### src/psc_pkg.sv
// Purpose: Shared constants, lookup tables and state types of the supervisor.
// Assumes: One 100 MHz reference clock; all timers count that clock.
// Notes: Times are kept in their own unit; cycle counts derive from them.
package psc_pkg;
  localparam int PSC_CLK_KHZ = 100_000;
  localparam int PSC_NCH = 7;
  localparam int PSC_NPROC = 3;
  localparam int PSC_NPHASE = 4;
  localparam int PSC_PER_W = 9;
  localparam int PSC_HOLD_W = 28;
  localparam int PSC_TMR_W = 20;
  localparam int PSC_FILT_W = 11;
  localparam int PSC_SS_W = 2;
  localparam int PSC_HOLD_UNIT_MS = 500;
  localparam int PSC_HOLD_UNIT_CYC = PSC_HOLD_UNIT_MS * PSC_CLK_KHZ;
  localparam int PSC_OC_TMR_MS = 10;
  localparam int PSC_OC_TMR_CYC = PSC_OC_TMR_MS * PSC_CLK_KHZ;
  localparam int PSC_RST_DLY_MS = 10;
  localparam int PSC_RST_DLY_CYC = PSC_RST_DLY_MS * PSC_CLK_KHZ;
  localparam int PSC_FILT_US = 20;
  localparam int PSC_FILT_CYC = (PSC_FILT_US * PSC_CLK_KHZ + 999) / 1000;
  localparam int PSC_MAIN_KHZ [8] = '{750, 1000, 1250, 1500, 1750, 2000, 2000, 2000};
  localparam int PSC_AUX_KHZ [4] = '{500, 250, 750, 1000};
  localparam int PSC_HOLD_MULT [4] = '{2, 1, 3, 4};
  localparam logic [2:0] PSC_SELECT_PIN_A_TIED_HIGH = 3'h7;
  localparam logic [1:0] PSC_AUX_DEFAULT = 2'h0;
  localparam logic PSC_BTN_IDLE = 1'h1;
  localparam logic PSC_RSP_SHUTOFF = 1'h0;

  typedef enum logic [1:0] {
    PSC_PWR_OFF = 2'h0,
    PSC_PWR_ON = 2'h1,
    PSC_PWR_HOLD = 2'h2,
    PSC_PWR_SDWAIT = 2'h3
  } psc_pwr_t;

  typedef enum logic [1:0] {
    PSC_CH_RUN = 2'h0,
    PSC_CH_LIMIT = 2'h1,
    PSC_CH_RETRY = 2'h2,
    PSC_CH_DEAD = 2'h3
  } psc_ch_t;

  function automatic logic [PSC_PER_W-1:0] psc_period(input int khz);
    return PSC_PER_W'((PSC_CLK_KHZ + khz / 2) / khz);
  endfunction : psc_period
endpackage : psc_pkg

### src/psc_div_if.sv
// Purpose: Control and phase outputs of one clock divider.
// Assumes: Period is in reference clock cycles.
// Notes: Phase bits are registered inside the divider.
interface psc_div_if import psc_pkg::*; #(
  parameter int W = PSC_PER_W,
  parameter int NPH = 1
);
  logic [W-1:0] period;
  logic run;
  logic [NPH-1:0] phase;
  modport ctrl(output period, output run, input phase);
  modport gen(input period, input run, output phase);
endinterface : psc_div_if

### src/psc_ovuv_filter.sv
// Purpose: Qualify one raw voltage detection.
// Assumes: Raw input synchronous to the clock.
// Notes: Output drops at once when the raw level goes away.
module psc_ovuv_filter import psc_pkg::*; #(
  parameter int FILT_CYCLES = PSC_FILT_CYC
) (
  input wire logic i_ref_clk,
  input wire logic i_rst_n,
  input wire logic i_clk_en,
  input wire logic i_raw,
  output logic o_qual
);
  logic [PSC_FILT_W-1:0] cnt;
  wire logic done = cnt == PSC_FILT_W'(FILT_CYCLES - 1);

  always_ff @(posedge i_ref_clk or negedge i_rst_n) begin
    if (!i_rst_n) begin
      cnt <= '0;
      o_qual <= 1'b0;
    end else if (i_clk_en) begin
      cnt <= !i_raw ? '0 : (done ? cnt : cnt + PSC_FILT_W'(1));
      o_qual <= i_raw & done;
    end
  end

  AST_FILT_DROP: assert property (@(posedge i_ref_clk) disable iff (!i_rst_n)
    i_clk_en && !i_raw |=> !o_qual) else $error("qualified level kept without raw");
  AST_FILT_HELD: assert property (@(posedge i_ref_clk) disable iff (!i_rst_n)
    $rose(o_qual) |-> $past(done) && $past(i_raw)) else $error("qualified too early");
endmodule : psc_ovuv_filter

### src/psc_clk_divider.sv
// Purpose: Divide the reference clock into evenly spread phases.
// Assumes: Period of at least four cycles.
// Notes: Odd periods give a slightly short high half.
module psc_clk_divider import psc_pkg::*; #(
  parameter int W = PSC_PER_W,
  parameter int NPH = 1
) (
  input wire logic i_ref_clk,
  input wire logic i_rst_n,
  input wire logic i_clk_en,
  psc_div_if.gen dv
);
  logic [W-1:0] cnt;
  logic [NPH-1:0] ph_q;
  logic [NPH-1:0] next_ph;
  wire logic wrap = cnt >= dv.period - W'(1);

  for (genvar k = 0; k < NPH; k++) begin : g_ph
    wire logic [W+2:0] prod = {3'h0, dv.period} * (W+3)'(k);
    wire logic [W-1:0] ofs = W'(prod / (W+3)'(NPH));
    wire logic [W:0] pos = {1'b0, cnt} + {1'b0, ofs};
    wire logic [W:0] wpos = (pos >= {1'b0, dv.period}) ? pos - {1'b0, dv.period} : pos;
    assign next_ph[k] = dv.run && (wpos < {2'h0, dv.period[W-1:1]});
  end

  always_ff @(posedge i_ref_clk or negedge i_rst_n) begin
    if (!i_rst_n) begin
      cnt <= '0;
      ph_q <= '0;
    end else if (i_clk_en) begin
      cnt <= (!dv.run || wrap) ? '0 : cnt + W'(1);
      ph_q <= next_ph;
    end
  end
  assign dv.phase = ph_q;

  AST_DIV_WRAP: assert property (@(posedge i_ref_clk) disable iff (!i_rst_n)
    i_clk_en && dv.run && wrap |=> cnt == '0) else $error("divider did not wrap");
endmodule : psc_clk_divider

### src/psc_supervisor_control.sv
// Purpose: Supervisory logic: switching clocks, power button, processor reset, faults.
// Assumes: All inputs synchronous except the power button; index 0..2 are converters 2..4.
// Notes: Long timers are parameters so a simulation can shorten them.
module psc_supervisor_control import psc_pkg::*; #(
  parameter int HOLD_UNIT_CYCLES = PSC_HOLD_UNIT_CYC,
  parameter int TMR_CYCLES = PSC_OC_TMR_CYC,
  parameter int RST_CYCLES = PSC_RST_DLY_CYC,
  parameter int FILT_CYCLES = PSC_FILT_CYC,
  parameter int NCH = PSC_NCH
) (
  input wire logic i_ref_clk,
  input wire logic i_rst_n,
  input wire logic i_clk_en,
  input wire logic [2:0] i_select_pin_a,
  input wire logic [PSC_SS_W-1:0] i_ss_pin,
  input wire logic [1:0] i_aux_select_pin_a_sel,
  input wire logic [1:0] i_hold_time_select,
  input wire logic i_hold_mask,
  input wire logic i_flag_clear,
  input wire logic i_global_off_command,
  input wire logic i_power_button_pin,
  input wire logic [NCH-PSC_NPROC-1:0] i_ss_set_wr,
  input wire logic [PSC_SS_W-1:0] i_ss_set_data,
  input wire logic i_gate_drive_ok,
  input wire logic [NCH-1:0] i_ch_enable,
  input wire logic [NCH-1:0] i_ov_raw,
  input wire logic [NCH-1:0] i_uv_raw,
  input wire logic [NCH-1:0] i_oc_soft,
  input wire logic [NCH-1:0] i_short,
  input wire logic [NCH-1:0] i_overtemp,
  input wire logic [NCH-1:0] i_soft_start_busy,
  input wire logic [NCH-1:0] i_scaling_busy,
  input wire logic [NCH-1:0] i_scaling_done_flag,
  input wire logic [NCH-1:0] i_fault_response_select,
  input wire logic [NCH-1:0] i_ovuv_clear,
  output logic [PSC_NPHASE-1:0] o_main_phase,
  output logic o_aux_clk,
  output logic o_power_on,
  output logic o_shutdown_flag,
  output logic o_cpu_rst_out,
  output logic o_cpu_rst_oe,
  output logic [NCH-1:0] o_ch_on,
  output logic [NCH-1:0] o_oc_limit,
  output logic [NCH-1:0] o_overvoltage_flag,
  output logic [NCH-1:0] o_undervoltage_flag,
  output logic [PSC_SS_W*NCH-1:0] o_soft_start_time
);
  psc_pwr_t pwr_state;
  psc_pwr_t next_pwr_state;
  logic strap_done;
  logic [PSC_PER_W-1:0] main_per;
  logic btn_s1;
  logic btn_s2;
  logic btn_d;
  logic [PSC_HOLD_W-1:0] hold_cnt;
  logic [PSC_TMR_W-1:0] rst_cnt;
  logic next_sd_flag;
  logic [NCH-1:0] ch_run;
  logic [NCH-1:0] ch_limit;
  logic [NCH-1:0] ov_q;
  logic [NCH-1:0] uv_q;

  // Switching clocks
  wire logic [PSC_PER_W-1:0] strap_per = psc_period(PSC_MAIN_KHZ[i_select_pin_a]);
  wire logic [PSC_PER_W-1:0] aux_per = psc_period(PSC_AUX_KHZ[i_aux_select_pin_a_sel]);

  psc_div_if #(.W(PSC_PER_W), .NPH(PSC_NPHASE)) main_div();
  psc_div_if #(.W(PSC_PER_W), .NPH(1)) aux_div();

  assign main_div.period = main_per;
  assign main_div.run = strap_done;
  assign aux_div.period = aux_per;
  assign aux_div.run = strap_done;

  // One reference feeds both dividers, no free-running second source
  psc_clk_divider #(.W(PSC_PER_W), .NPH(PSC_NPHASE)) u_main_div (
    .i_ref_clk(i_ref_clk),
    .i_rst_n(i_rst_n),
    .i_clk_en(i_clk_en),
    .dv(main_div)
  );

  psc_clk_divider #(.W(PSC_PER_W), .NPH(1)) u_aux_div (
    .i_ref_clk(i_ref_clk),
    .i_rst_n(i_rst_n),
    .i_clk_en(i_clk_en),
    .dv(aux_div)
  );

  assign o_main_phase = main_div.phase;
  assign o_aux_clk = aux_div.phase[0];

  // Straps other than the aux select are read once, at the first enabled edge after reset release
  always_ff @(posedge i_ref_clk or negedge i_rst_n) begin
    if (!i_rst_n) begin
      strap_done <= 1'b0;
      main_per <= psc_period(PSC_MAIN_KHZ[PSC_SELECT_PIN_A_TIED_HIGH]);
    end else if (i_clk_en && !strap_done) begin
      strap_done <= 1'b1;
      main_per <= strap_per;
    end
  end

  // Soft-start times
  for (genvar c = 0; c < NCH; c++) begin : g_ss
    if (c < PSC_NPROC) begin : g_pin
      always_ff @(posedge i_ref_clk or negedge i_rst_n) begin
        if (!i_rst_n) begin
          o_soft_start_time[c*PSC_SS_W +: PSC_SS_W] <= '0;
        end else if (i_clk_en && !strap_done) begin
          o_soft_start_time[c*PSC_SS_W +: PSC_SS_W] <= i_ss_pin;
        end
      end
    end else begin : g_usr
      always_ff @(posedge i_ref_clk or negedge i_rst_n) begin
        if (!i_rst_n) begin
          o_soft_start_time[c*PSC_SS_W +: PSC_SS_W] <= '0;
        end else if (i_clk_en && !strap_done) begin
          o_soft_start_time[c*PSC_SS_W +: PSC_SS_W] <= i_ss_pin;
        end else if (i_clk_en && i_ss_set_wr[c-PSC_NPROC]) begin
          o_soft_start_time[c*PSC_SS_W +: PSC_SS_W] <= i_ss_set_data;
        end
      end
    end
  end

  // Power button: btn_s1 feeds only btn_s2
  always_ff @(posedge i_ref_clk or negedge i_rst_n) begin
    if (!i_rst_n) begin
      btn_s1 <= PSC_BTN_IDLE;
      btn_s2 <= PSC_BTN_IDLE;
      btn_d <= PSC_BTN_IDLE;
    end else if (i_clk_en) begin
      btn_s1 <= i_power_button_pin;
      btn_s2 <= btn_s1;
      btn_d <= btn_s2;
    end
  end

  wire logic btn_fall = btn_d && !btn_s2;
  wire logic btn_low = !btn_s2;
  wire logic [PSC_HOLD_W-1:0] hold_target =
    PSC_HOLD_W'(HOLD_UNIT_CYCLES * PSC_HOLD_MULT[i_hold_time_select]);
  wire logic hold_done = hold_cnt == hold_target - PSC_HOLD_W'(1);
  wire logic flag_set = (pwr_state == PSC_PWR_HOLD) && btn_low && hold_done
    && !i_global_off_command;

  always_comb begin
    next_pwr_state = pwr_state;
    case (pwr_state)
      PSC_PWR_OFF: begin
        if (!strap_done || btn_fall) begin
          next_pwr_state = PSC_PWR_ON;
        end
      end
      PSC_PWR_ON: begin
        if (i_global_off_command) begin
          next_pwr_state = PSC_PWR_OFF;
        end else if (btn_low) begin
          next_pwr_state = PSC_PWR_HOLD;
        end
      end
      PSC_PWR_HOLD: begin
        if (i_global_off_command) begin
          next_pwr_state = PSC_PWR_OFF;
        end else if (!btn_low) begin
          next_pwr_state = PSC_PWR_ON;
        end else if (hold_done) begin
          next_pwr_state = PSC_PWR_SDWAIT;
        end
      end
      PSC_PWR_SDWAIT: begin
        // Button level is not looked at here at all
        if (i_global_off_command) begin
          next_pwr_state = PSC_PWR_OFF;
        end else if (i_flag_clear) begin
          next_pwr_state = PSC_PWR_ON;
        end else if (hold_done) begin
          next_pwr_state = i_hold_mask ? PSC_PWR_ON : PSC_PWR_OFF;
        end
      end
      default: begin
        next_pwr_state = PSC_PWR_OFF;
      end
    endcase
  end

  // A new press while the flag is being cleared still sets it
  assign next_sd_flag = flag_set | (o_shutdown_flag & !i_flag_clear);

  wire logic hold_restart = (next_pwr_state != pwr_state);
  wire logic pwr_up = (pwr_state == PSC_PWR_OFF) && (next_pwr_state == PSC_PWR_ON);

  always_ff @(posedge i_ref_clk or negedge i_rst_n) begin
    if (!i_rst_n) begin
      pwr_state <= PSC_PWR_OFF;
      hold_cnt <= '0;
      o_shutdown_flag <= 1'b0;
      o_power_on <= 1'b0;
    end else if (i_clk_en) begin
      pwr_state <= next_pwr_state;
      hold_cnt <= hold_restart ? '0 : hold_cnt + PSC_HOLD_W'(1);
      o_shutdown_flag <= next_sd_flag;
      o_power_on <= next_pwr_state != PSC_PWR_OFF;
    end
  end

  // Converter channels
  for (genvar c = 0; c < NCH; c++) begin : g_ch
    localparam bit IS_PROC = (c < PSC_NPROC);
    psc_ch_t ch_state;
    psc_ch_t next_ch_state;
    logic [PSC_TMR_W-1:0] ch_cnt;
    logic [PSC_TMR_W-1:0] next_ch_cnt;
    logic retry_used;

    psc_ovuv_filter #(.FILT_CYCLES(FILT_CYCLES)) u_ov_filt (
      .i_ref_clk(i_ref_clk),
      .i_rst_n(i_rst_n),
      .i_clk_en(i_clk_en),
      .i_raw(i_ov_raw[c]),
      .o_qual(ov_q[c])
    );

    psc_ovuv_filter #(.FILT_CYCLES(FILT_CYCLES)) u_uv_filt (
      .i_ref_clk(i_ref_clk),
      .i_rst_n(i_rst_n),
      .i_clk_en(i_clk_en),
      .i_raw(i_uv_raw[c]),
      .o_qual(uv_q[c])
    );

    wire logic scal_mask = i_scaling_busy[c] && !i_scaling_done_flag[c];
    wire logic ov_set = ov_q[c] && !scal_mask;
    wire logic uv_set = uv_q[c] && !scal_mask;
    wire logic rsp_off = (i_fault_response_select[c] == PSC_RSP_SHUTOFF)
      && (ov_set || uv_set);
    wire logic tmr_done = ch_cnt == PSC_TMR_W'(TMR_CYCLES - 1);
    wire psc_ch_t fail_state = (IS_PROC && !retry_used) ? PSC_CH_RETRY : PSC_CH_DEAD;

    always_comb begin
      next_ch_state = ch_state;
      next_ch_cnt = ch_cnt;
      case (ch_state)
        PSC_CH_RUN: begin
          next_ch_cnt = '0;
          if (i_overtemp[c] || rsp_off) begin
            next_ch_state = PSC_CH_DEAD;
          end else if (i_short[c]) begin
            next_ch_state = fail_state;
          end else if (i_oc_soft[c]) begin
            next_ch_state = PSC_CH_LIMIT;
          end
        end
        PSC_CH_LIMIT: begin
          next_ch_cnt = ch_cnt + PSC_TMR_W'(1);
          if (i_overtemp[c] || rsp_off) begin
            next_ch_state = PSC_CH_DEAD;
          end else if (i_short[c] || tmr_done) begin
            next_ch_state = fail_state;
            next_ch_cnt = '0;
          end else if (!i_oc_soft[c]) begin
            next_ch_state = PSC_CH_RUN;
            next_ch_cnt = '0;
          end
        end
        PSC_CH_RETRY: begin
          next_ch_cnt = ch_cnt + PSC_TMR_W'(1);
          if (tmr_done) begin
            next_ch_state = PSC_CH_RUN;
            next_ch_cnt = '0;
          end
        end
        PSC_CH_DEAD: begin
          next_ch_cnt = '0;
        end
        default: begin
          next_ch_state = PSC_CH_DEAD;
        end
      endcase
    end

    always_ff @(posedge i_ref_clk or negedge i_rst_n) begin
      if (!i_rst_n) begin
        ch_state <= PSC_CH_RUN;
        ch_cnt <= '0;
        retry_used <= 1'b0;
      end else if (i_clk_en) begin
        ch_state <= pwr_up ? PSC_CH_RUN : next_ch_state;
        ch_cnt <= pwr_up ? '0 : next_ch_cnt;
        retry_used <= !pwr_up && (retry_used || next_ch_state == PSC_CH_RETRY);
      end
    end

    assign ch_run[c] = (next_ch_state == PSC_CH_RUN) || (next_ch_state == PSC_CH_LIMIT);
    assign ch_limit[c] = next_ch_state == PSC_CH_LIMIT;

    always_ff @(posedge i_ref_clk or negedge i_rst_n) begin
      if (!i_rst_n) begin
        o_ch_on[c] <= 1'b0;
        o_oc_limit[c] <= 1'b0;
        o_overvoltage_flag[c] <= 1'b0;
        o_undervoltage_flag[c] <= 1'b0;
      end else if (i_clk_en) begin
        o_ch_on[c] <= (next_pwr_state != PSC_PWR_OFF) && i_ch_enable[c] && ch_run[c];
        o_oc_limit[c] <= ch_limit[c];
        o_overvoltage_flag[c] <= ov_set || (o_overvoltage_flag[c] && !i_ovuv_clear[c]);
        o_undervoltage_flag[c] <= uv_set || (o_undervoltage_flag[c] && !i_ovuv_clear[c]);
      end
    end

    AST_CH_REPORT_ONLY: assert property (@(posedge i_ref_clk) disable iff (!i_rst_n)
      i_clk_en && ch_state == PSC_CH_RUN && i_fault_response_select[c] && ov_set
      && !i_overtemp[c] && !i_short[c] && !i_oc_soft[c] && !pwr_up
      |=> ch_state == PSC_CH_RUN && o_overvoltage_flag[c])
      else $error("report-only fault changed output state");
    AST_CH_SHORT_OFF: assert property (@(posedge i_ref_clk) disable iff (!i_rst_n)
      i_clk_en && ch_state == PSC_CH_RUN && i_short[c] && !pwr_up
      |=> ch_state == PSC_CH_RETRY || ch_state == PSC_CH_DEAD)
      else $error("short did not turn output off");
  end

  // Processor reset: any processor supply (channels 0..2) not good pulls it low at once
  logic [PSC_NPROC-1:0] in_reg;
  for (genvar k = 0; k < PSC_NPROC; k++) begin : g_inreg
    assign in_reg[k] = o_ch_on[k] && !i_soft_start_busy[k] && !i_overtemp[k];
  end

  // Report-only voltage flags do not enter this term
  wire logic proc_good = i_gate_drive_ok && (&in_reg) && o_power_on;
  wire logic rst_due = rst_cnt == PSC_TMR_W'(RST_CYCLES - 1);

  always_ff @(posedge i_ref_clk or negedge i_rst_n) begin
    if (!i_rst_n) begin
      rst_cnt <= '0;
      o_cpu_rst_oe <= 1'b1;
      o_cpu_rst_out <= 1'b0;
    end else if (i_clk_en) begin
      rst_cnt <= (!proc_good || rst_due) ? '0 : rst_cnt + PSC_TMR_W'(1);
      o_cpu_rst_oe <= !(proc_good && (rst_due || !o_cpu_rst_oe));
      o_cpu_rst_out <= 1'b0;
    end
  end

  AST_BTN_START: assert property (@(posedge i_ref_clk) disable iff (!i_rst_n)
    i_clk_en && pwr_state == PSC_PWR_OFF && btn_fall |=> pwr_state == PSC_PWR_ON)
    else $error("falling edge did not start the device");
  AST_RELEASE_IGNORED: assert property (@(posedge i_ref_clk) disable iff (!i_rst_n)
    i_clk_en && pwr_state == PSC_PWR_SDWAIT && !btn_low && !hold_done
    && !i_flag_clear && !i_global_off_command |=> pwr_state == PSC_PWR_SDWAIT)
    else $error("button release disturbed the countdown");
  AST_GLOBAL_OFF: assert property (@(posedge i_ref_clk) disable iff (!i_rst_n)
    i_clk_en && pwr_state != PSC_PWR_OFF && i_global_off_command
    |=> pwr_state == PSC_PWR_OFF ##1 o_cpu_rst_oe)
    else $error("global off not honoured");
  AST_ABORT: assert property (@(posedge i_ref_clk) disable iff (!i_rst_n)
    i_clk_en && pwr_state == PSC_PWR_SDWAIT && i_flag_clear && !i_global_off_command
    |=> pwr_state == PSC_PWR_ON && !o_shutdown_flag)
    else $error("flag clear did not abort shutdown");
  AST_MASK_KEEPS_ON: assert property (@(posedge i_ref_clk) disable iff (!i_rst_n)
    i_clk_en && pwr_state == PSC_PWR_SDWAIT && hold_done && i_hold_mask
    && !i_global_off_command |=> o_power_on)
    else $error("masked hold sequence powered off");
  AST_SD_EXPIRE: assert property (@(posedge i_ref_clk) disable iff (!i_rst_n)
    i_clk_en && pwr_state == PSC_PWR_SDWAIT && hold_done && !i_hold_mask
    && !i_flag_clear |=> !o_power_on)
    else $error("second interval expiry did not power off");
  AST_FLAG_SET: assert property (@(posedge i_ref_clk) disable iff (!i_rst_n)
    i_clk_en && flag_set |=> o_shutdown_flag && pwr_state == PSC_PWR_SDWAIT && hold_cnt == '0)
    else $error("shutdown flag not set at hold expiry");
  AST_RST_DELAY: assert property (@(posedge i_ref_clk) disable iff (!i_rst_n)
    $fell(o_cpu_rst_oe) |-> $past(rst_due) && $past(proc_good))
    else $error("reset released without full delay");
  AST_RST_ASSERT: assert property (@(posedge i_ref_clk) disable iff (!i_rst_n)
    i_clk_en && !proc_good |=> o_cpu_rst_oe)
    else $error("reset not driven low on bad supply");
  AST_DEFAULT_SELECT_PIN_A: assert property (@(posedge i_ref_clk) disable iff (!i_rst_n)
    i_clk_en && !strap_done && i_select_pin_a == PSC_SELECT_PIN_A_TIED_HIGH
    |=> main_per == psc_period(PSC_MAIN_KHZ[PSC_SELECT_PIN_A_TIED_HIGH]))
    else $error("tied-high select did not give top frequency");
endmodule : psc_supervisor_control

### config.mk
export PLATFORM = sky130hd
export DESIGN_NAME = psc_supervisor_control
export DESIGN_NICKNAME = d
export VERILOG_FILES = /design/src/psc_pkg.sv /design/src/psc_div_if.sv /design/src/psc_ovuv_filter.sv /design/src/psc_clk_divider.sv /design/src/psc_supervisor_control.sv
export SDC_FILE = /design/constraint.sdc
export NUM_CORES = 1
export LEC_CHECK = 0
export BUFFER_PORTS_ARGS = -buffer_cell sky130_fd_sc_hd__buf_4
export CORE_AREA = 2 2 279 281
export CTS_CLUSTER_SIZE = 40
export DETAILED_ROUTE_END_ITERATION = 10
export DIE_AREA = 0 0 281 283
export PLACE_DENSITY_LB_ADDON = 0.25
export SYNTH_ARGS = -nofsm -noshare
export SYNTH_HDL_FRONTEND = slang
export SYNTH_SLANG_ARGS = --single-unit
### constraint.sdc
create_clock -name i_ref_clk -period 7.3 [get_ports i_ref_clk]
set_input_delay 0.365 -clock i_ref_clk [delete_from_list [all_inputs] [get_ports i_ref_clk]]
set_output_delay 0.365 -clock i_ref_clk [all_outputs]
set_load 0.1 [all_outputs]
* After elaboration in Yosys (flattened, before gate mapping)
Memory sizes are Yosys's and may differ from the RTL's. Index checks and enable logic that the tools add are counted.
Operators by class: multiplexer cells 172, magnitude comparators 15, reduce and logical (&&, ||, !) cells 210, $mul 2, bitwise operators 28, add/sub/neg operators 40, div/mod/pow operators 2, eq/ne operators 73
Operators with widths (number):
- 2-to-1 mux 20 bit | 36
- case mux 20 bit (3 select lines) | 7
- 2-to-1 mux 11 bit | 28
- 2-to-1 mux 32 bit | 6
- adder 20 x 1 -> 20 bit (second input constant) | 8
- equality test 20 bit (second input constant) | 8
- adder 11 x 1 -> 11 bit (second input constant) | 14
- equality test 11 bit (second input constant) | 14
- 2-to-1 mux 2 bit | 73
- binary-select mux 32 bit (select 2 bit) | 2
- logical AND 1 bit | 83
- adder 18 x 32 -> 32 bit (first input constant) | 2
- adder 32 x 1 -> 32 bit | 2
- divider 32 x 32 -> 32 bit | 2
- logical OR 1 bit | 50
- < comparator 10 x 8 -> 1 bit | 5
- 2-to-1 mux 10 bit | 5
- case mux 2 bit (3 select lines) | 7
- equality test 2 bit (second input constant) | 19
- greater-or-equal comparator 9 bit | 4
- logical NOT 1 bit | 35
- equality test 2 x 1 -> 1 bit (second input constant) | 16
- multiplier 20 x 32 -> 21 bit (first input constant) | 1
- greater-or-equal comparator 10 x 9 -> 1 bit | 3
- 29 further kinds | 112
Storage, ports and cells: bits in read-only memories 256, output and inout bits 51, memories kept 1, word-level logic and storage cells 636, input bits 100, flip-flop bits (word level) 452
Memories:
- (name not given) | depth 8, width 32, rd ports 1, clocked after Yosys merged registers in 0, wr ports 0, line psc_supervisor_control.sv:64 | wire logic [PSC_PER_W-1:0] strap_per = psc_period(PSC_MAIN_KHZ[i_select_pin_a]);

* Logic depth before layout (Yosys ltp)
depth in word-level cells 15, gate-level depth with buffers 111, depth with buffers taken out 99

* Modules after synthesis
Synthesis repeated with hierarchy kept, for this count alone.
Unflattened totals: cell total of the unflattened synthesis 4342, area total of the unflattened synthesis 36885.4 µm²
Modules (own cells, without submodules):
- psc_supervisor_control | area each 20694.8 µm², times used 1, cells an instance 2559, sequential area each 6540.0 µm²
- psc_ovuv_filter | area each 694.4 µm², times used 14, cells an instance 69, sequential area each 300.3 µm²
- psc_clk_divider at u_main_div | area each 4981.0 µm², times used 1, cells an instance 631, sequential area each 325.3 µm²
- psc_clk_divider at u_aux_div | area each 1487.7 µm², times used 1, cells an instance 186, sequential area each 250.2 µm²

* Least setup slack after synthesis
No wires, ideal clock.
path type input-to-reg, from input i_select_pin_a[0], to register main_per[0], in the netlist main_div.period[0], path slack -11262 ps, stages 101, setup time 126 ps, arrival 18436 ps, data required time 7174 ps, buffers on the path 11, cells stage by stage buf_2 -> inv_1 -> ha_1 -> nor2_1 -> clkinv_1 -> ha_1 -> xnor2_1 -> nor2_1 -> or2_2 -> ha_1 -> a21o_1 -> a311o_1 -> a31o_1 -> nand2_1 -> nor2_1 -> xnor2_1 -> ha_1 -> and4_1 -> [... 65 more ...] -> a21oi_1 -> nand3b_1 -> nor4_4 -> nor2_1 -> xnor2_1 -> mux2i_1 -> ha_1 -> a21o_1 -> a21oi_1 -> o21ai_0 -> nor3_1 -> o211ai_1 -> a311oi_1 -> o41ai_1 -> or3_1 -> a31oi_1 -> o211ai_1 -> o32a_1
On the way: word-level cells in the longest chain between the ends 8
RTL lines:
- from (decl) | line psc_supervisor_control.sv:14 | input wire logic [2:0] i_select_pin_a,
- NOT 3 -> 4 bit (implied by the code) * | line psc_supervisor_control.sv:64
- memory read (8 x 32 bit) *
- 2-to-1 mux 32 bit (implied by the code) * (2 in series) | line psc_supervisor_control.sv:64
- AND 1 bit (no line)
- adder 32 x 1 -> 32 bit (no line)
- adder 18 x 32 -> 32 bit | line psc_pkg.sv:45 | return PSC_PER_W'((PSC_CLK_KHZ + khz / 2) / khz);
- divider 32 x 32 -> 32 bit * | line psc_pkg.sv:45
- to (signal assigned) | line psc_supervisor_control.sv:97 | main_per <= psc_period(PSC_MAIN_KHZ[PSC_SELECT_PIN_A_TIED_HIGH]);
- to (signal assigned) | line psc_supervisor_control.sv:100 | main_per <= strap_per;
- to (decl) | line psc_supervisor_control.sv:51 | logic [PSC_PER_W-1:0] main_per;
Every way passes the cells marked *; elsewhere a longest branch is shown, timed or not. The select of a mux whose other input is x is not followed. A chain may end at the register's enable or synchronous reset.

* Worst setup path in the final report
Ends and elaborated chain as after synthesis.

==> impl.org <==
** Finish
- For this run, the post-layout net count is 5107.
- Post-layout util :: 55.7%
- Summing all non-filler instances in the final layout gives an area of 0.0427 mm2.
- The area growth from synthesis to layout is 25.1%.
- Leading cell types in the layout, fill and taps excluded :: sky130_fd_sc_hd__buf_4 (626), sky130_fd_sc_hd__nand2_1 (449), sky130_fd_sc_hd__o21ai_0 (448), sky130_fd_sc_hd__dfrtp_1 (445), sky130_fd_sc_hd__nor2_1 (376)
- Filler-free cell count of the finished design :: 5818
- Fraction of layout cells with a size suffix above 1 :: 19.7%
- Ant diodes :: 0
- Leaving out fill and tap cells, the most frequent cell in the layout is sky130_fd_sc_hd__buf_4.

** STA
- Setup repair after global routing could not meet its margin everywhere.
- Worst clock skew on the final layout :: 0.0415 ns
- Worst slew margin relative to its limit :: 28.5%
- Final-report setup violation count :: 4
- Fmax achieved :: 67.5 MHz
- Pins Over Slew Limit :: 0
- At the pin with the least slew margin, the transition time is 1.06 ns.
- Summed over all failing endpoints, the final setup total negative slack is -17.80 ns.
- Setup slack on the critical path of the routed design comes to -7.51 ns.
- Min cycle time layout :: 14.81 ns
- In the finished design, the share of the clock period the worst path needs comes to 203%.
- Number of hold violations in the final report :: 0

** Run status
- Violated checks :: setup timing
- Result of the run :: complete, but fails checks

** Pwr
- Per report_power, the clock group accounts for 19.3% of the total.
- Internal cell power :: 8.51 mW
- For this design the total switching power over the nets is 6.06 mW.
- In this run switching power makes up 41.6% of total power.
- Leak :: 19.7 nW
- Seq pwr share :: 20.0%
- IR Drop Worst-Case VDD :: 0.263 mV
- Part of the total power dissipated in combinational logic :: 60.7%
- Dividing total power by cell area gives a power density of 341 mW/mm2.

** Hold path
- Min-delay worst type :: input port to flip-flop
- Number of cells on the worst hold path :: 3
- The startpoint identified for the worst hold timing path is i_ov_raw[0].
- The path with the worst hold slack has its endpoint at g_ch[0].u_ov_filt.cnt[2].

** Worst setup path
- For this design, the slowest cell found on the critical path is sky130_fd_sc_hd__or4_4.
- Data required time of the critical path :: 7.78 ns
- Slowest cell delay on critical path :: 0.42 ns
- Among the stages of the critical path, the cell type that occurs most often is sky130_fd_sc_hd__buf_4.
- In this run the register-to-register setup slack is 0.83 ns.
- Startpoint of the worst-slack reg-to-reg timing path :: main_div.period[3]
- CP arrival :: 15.28 ns
- The worst setup path is of the input port to flip-flop kind.
- Cell count of the worst reg-to-reg path :: 28
- Endpoint class of the critical path :: flip-flop
- The worst register-to-register path ends at u_main_div.dv.phase[3].
- Startpoint type of the worst setup path :: input port
- Of all nets on the critical path, the largest fanout is 6.

** CTS
- CTS root buf :: sky130_fd_sc_hd__clkbuf_16
- Clock tree synthesis found a total of 452 sinks.
- No sink is reached through more buffers than the 3 on the longest clock path.
- Num CTS Buffers :: 53
- Insertion delay to the later sink of the worst-skew pair :: 0.63 ns
- Maximum level of the CTS H-tree :: 2
- Clock tree from TritonCTS :: yes
- Clock-pin slew was measured on the worst setup and hold paths at 0.06 ns.

** Routing
- Final routed wire length divided by cell count :: 16.1 um
- After detailed routing, the number of remaining DRC violations is 0.
- Via-to-Cell Ratio :: 5.55
- Routed Wire Length :: 93900 um
- Across all layers, the routed design uses 32300 vias.
- For this block, the initial DRC count from the detailed router was 2155.
- The first detailed-routing pass took 7 iterations.
- Once detail routing completed, the nets flagged for antenna violations numbered 0.

** Placed design
- Placed instance area :: 0.0394 mm2
- During placement, the flow inserted port buffers numbering 145.
- The number of placed instances, taps included, is 5608.
- HPWL Detailed :: 67200 um
- Routability-driven placement finished with a final weighted congestion of 0.901.

** Synth
- Sequential cell area fraction in the yosys report :: 33.2%
- Top area cells in the synthesized netlist :: sky130_fd_sc_hd__dfrtp_1 (33%), sky130_fd_sc_hd__ha_1 (9.7%), sky130_fd_sc_hd__o21ai_0 (6.9%)
- Dividing the synthesized area by the synthesized cell count gives 8.26 um2.
- The Yosys step of the flow raised 0 warnings.
- Async set-reset flop share out of synthesis :: 100%
- Count of cell types in the netlist :: 104
- After synthesis the netlist holds a flip-flop and latch count of 452.
- For this run, the leading register cell type out of synthesis is sky130_fd_sc_hd__dfrtp_1.
- Synth area leader :: sky130_fd_sc_hd__dfrtp_1
- Post-Synthesis Cells :: 4132
- In this run, synthesis inferred 0 flip-flops with an integrated enable.
- Yosys top cell area share :: 32.6%
- Netlist area before placement :: 0.0341 mm2

** Global route
- Maximum number of pins on one net before global-route repair :: 160
- Global-route wire length before repair :: 155000 um
- In the global route stage, overall resource usage came out at 23.3%.
- Overall overflow remaining after global route :: 0
- Via count of the first global-routing pass :: 31000
- The number of antenna violations at the first check in global routing came to 0.

** Floorplanning
- Die Span X :: 281 um
- The floorplan step defined a die boundary enclosing 0.0795 mm2.
- The die is 283 um tall.
- Number of I/O pins :: 151
- Starting density of the core :: 44.5%
- Core outline area :: 0.0767 mm2
- The floorplan has 102 rows.

** Run
- Max cap viols :: 0
[layout make-up]
| cell class | instances | area (um2) |
|---|---|---|
| Sequential cell | 452 | 11300 |
| Tap cell | 1040 | 1300 |
| Multi-Input combinational cell | 3417 | 22500 |
| Fill cell | 6929 | 34000 |
| Inverter | 141 | 547 |
| Timing Repair Buffer | 668 | 5210 |
| Clock buffer | 68 | 1500 |
| Clock inverter | 32 | 368 |
[cell families after synthesis]
| kind of cell | after synthesis | share of synthesized area (%) |
|---|---|---|
| adder cells (fa/ha/maj) | 274 | 10.3 |
| flip-flops | 452 | 33.2 |
| multiplexers | 63 | 1.95 |
| other | 2 | 0.0220 |
| XOR/XNOR | 285 | 7.37 |
| AND/OR/NAND/NOR | 1709 | 24.5 |
| buffers and inverters | 271 | 3.14 |
| AO/OA/AOI/OAI | 1076 | 19.6 |
[worst max-delay path by stage]
stage,startpoint,end,slack (ns),cells after the start
finish,i_select_pin_a[0],main_div.period[0],-7.51,99
global route,i_select_pin_a[2],main_div.period[0],-8.42,96
detailed placement,i_select_pin_a[1],main_div.period[0],-8.41,95
global placement,i_select_pin_a[1],main_div.period[0],-7.97,92
CTS,i_select_pin_a[0],main_div.period[0],-7.30,95
floorplan,i_select_pin_a[2],main_div.period[0],-8.93,103
[repair_timing]
item / 4_1_cts / 5_1_grt
buffers inserted: 59 / 35
gates resized for setup: 43 / 101
hold endpoints to repair: 104 / 0
hold buffers: 20 / 0
setup endpoints to repair: 4 / 5
pin swaps: 22 / 47
gates cloned: 0 / 0
[metrics by stage]
stage                     hold slack (ns)  worst slack, ns  power [mW]
final                              0.0343            -7.51        14.6
after floorplan                    0.0694            -8.93        8.42
after detailed placement            0.458            -8.41        11.2
after global routing               0.0319            -8.42        15.7
after global placement              0.448            -7.97        11.0
after CTS                        0.000488            -7.30        14.4
[sequential cells by signal (all words and copies together), names as in the netlist, 9 cells and up]
name	count
main_div.period	9
g_ch.ch_state	14
hold_cnt	28
o_soft_start_time	10
rst_cnt	20
u_aux_div.cnt	9
u_main_div.cnt	9
g_ch.u_ov_filt.cnt	77
g_ch.ch_cnt	140
g_ch.u_uv_filt.cnt	77
[cells in the mapped netlist (65+ instances only)]
| library cell | n |
|---|---|
| sky130_fd_sc_hd__dfrtp_1 | 445 |
| sky130_fd_sc_hd__clkbuf_1 | 101 |
| sky130_fd_sc_hd__a21o_1 | 65 |
| sky130_fd_sc_hd__ha_1 | 264 |
| sky130_fd_sc_hd__and3_1 | 138 |
| sky130_fd_sc_hd__nand2b_1 | 76 |
| sky130_fd_sc_hd__a21oi_1 | 212 |
| sky130_fd_sc_hd__nor3_1 | 79 |
| sky130_fd_sc_hd__xor2_1 | 138 |
| sky130_fd_sc_hd__nand2_1 | 457 |
| sky130_fd_sc_hd__nand3_1 | 238 |
| sky130_fd_sc_hd__inv_1 | 138 |
| sky130_fd_sc_hd__o21ai_0 | 472 |
| sky130_fd_sc_hd__nor2_1 | 392 |
| sky130_fd_sc_hd__nand4_1 | 72 |
| sky130_fd_sc_hd__xnor2_1 | 146 |
[layer usage]
| metal | routed length [um] | part of all wire (%) | GRT usage [%] | vias up |
|---|---|---|---|---|
| met3 | 2910 | 3.1 | 2.23 | 141 |
| met5 | 0 | 0 | 0 | - |
| met2 | 45000 | 48 | 39.2 | 590 |
| li1 | - | - | - | 16100 |
| met1 | 43400 | 46 | 31.6 | 15500 |
| met4 | 2610 | 2.8 | 6.89 | 0 |
[power by group through the flow]
stage | Combinational [mW] | Sequential (mW) | Clock (mW)
2_1_floorplan | 5.21 | 3.21 | 0
3_3_place_gp | 8.09 | 2.95 | 0
3_5_place_dp | 8.20 | 2.95 | 0
4_1_cts | 8.58 | 2.91 | 2.89
5_1_grt | 9.80 | 2.94 | 2.99
6_report | 8.84 | 2.91 | 2.81
[worst max-delay path, delay by kind of cell]
family | cells | cell delay (ns)
adders and majority gates | 9 | 2.39
buffers and inverters | 28 | 3.35
xor gates and xnor gates | 4 | 0.56
muxes | 2 | 0.35
AOI/OAI and AO/OA | 30 | 4.71
and+or+nand+nor | 26 | 3.51
No activity file was read; power rests on OpenSTA's default activity.
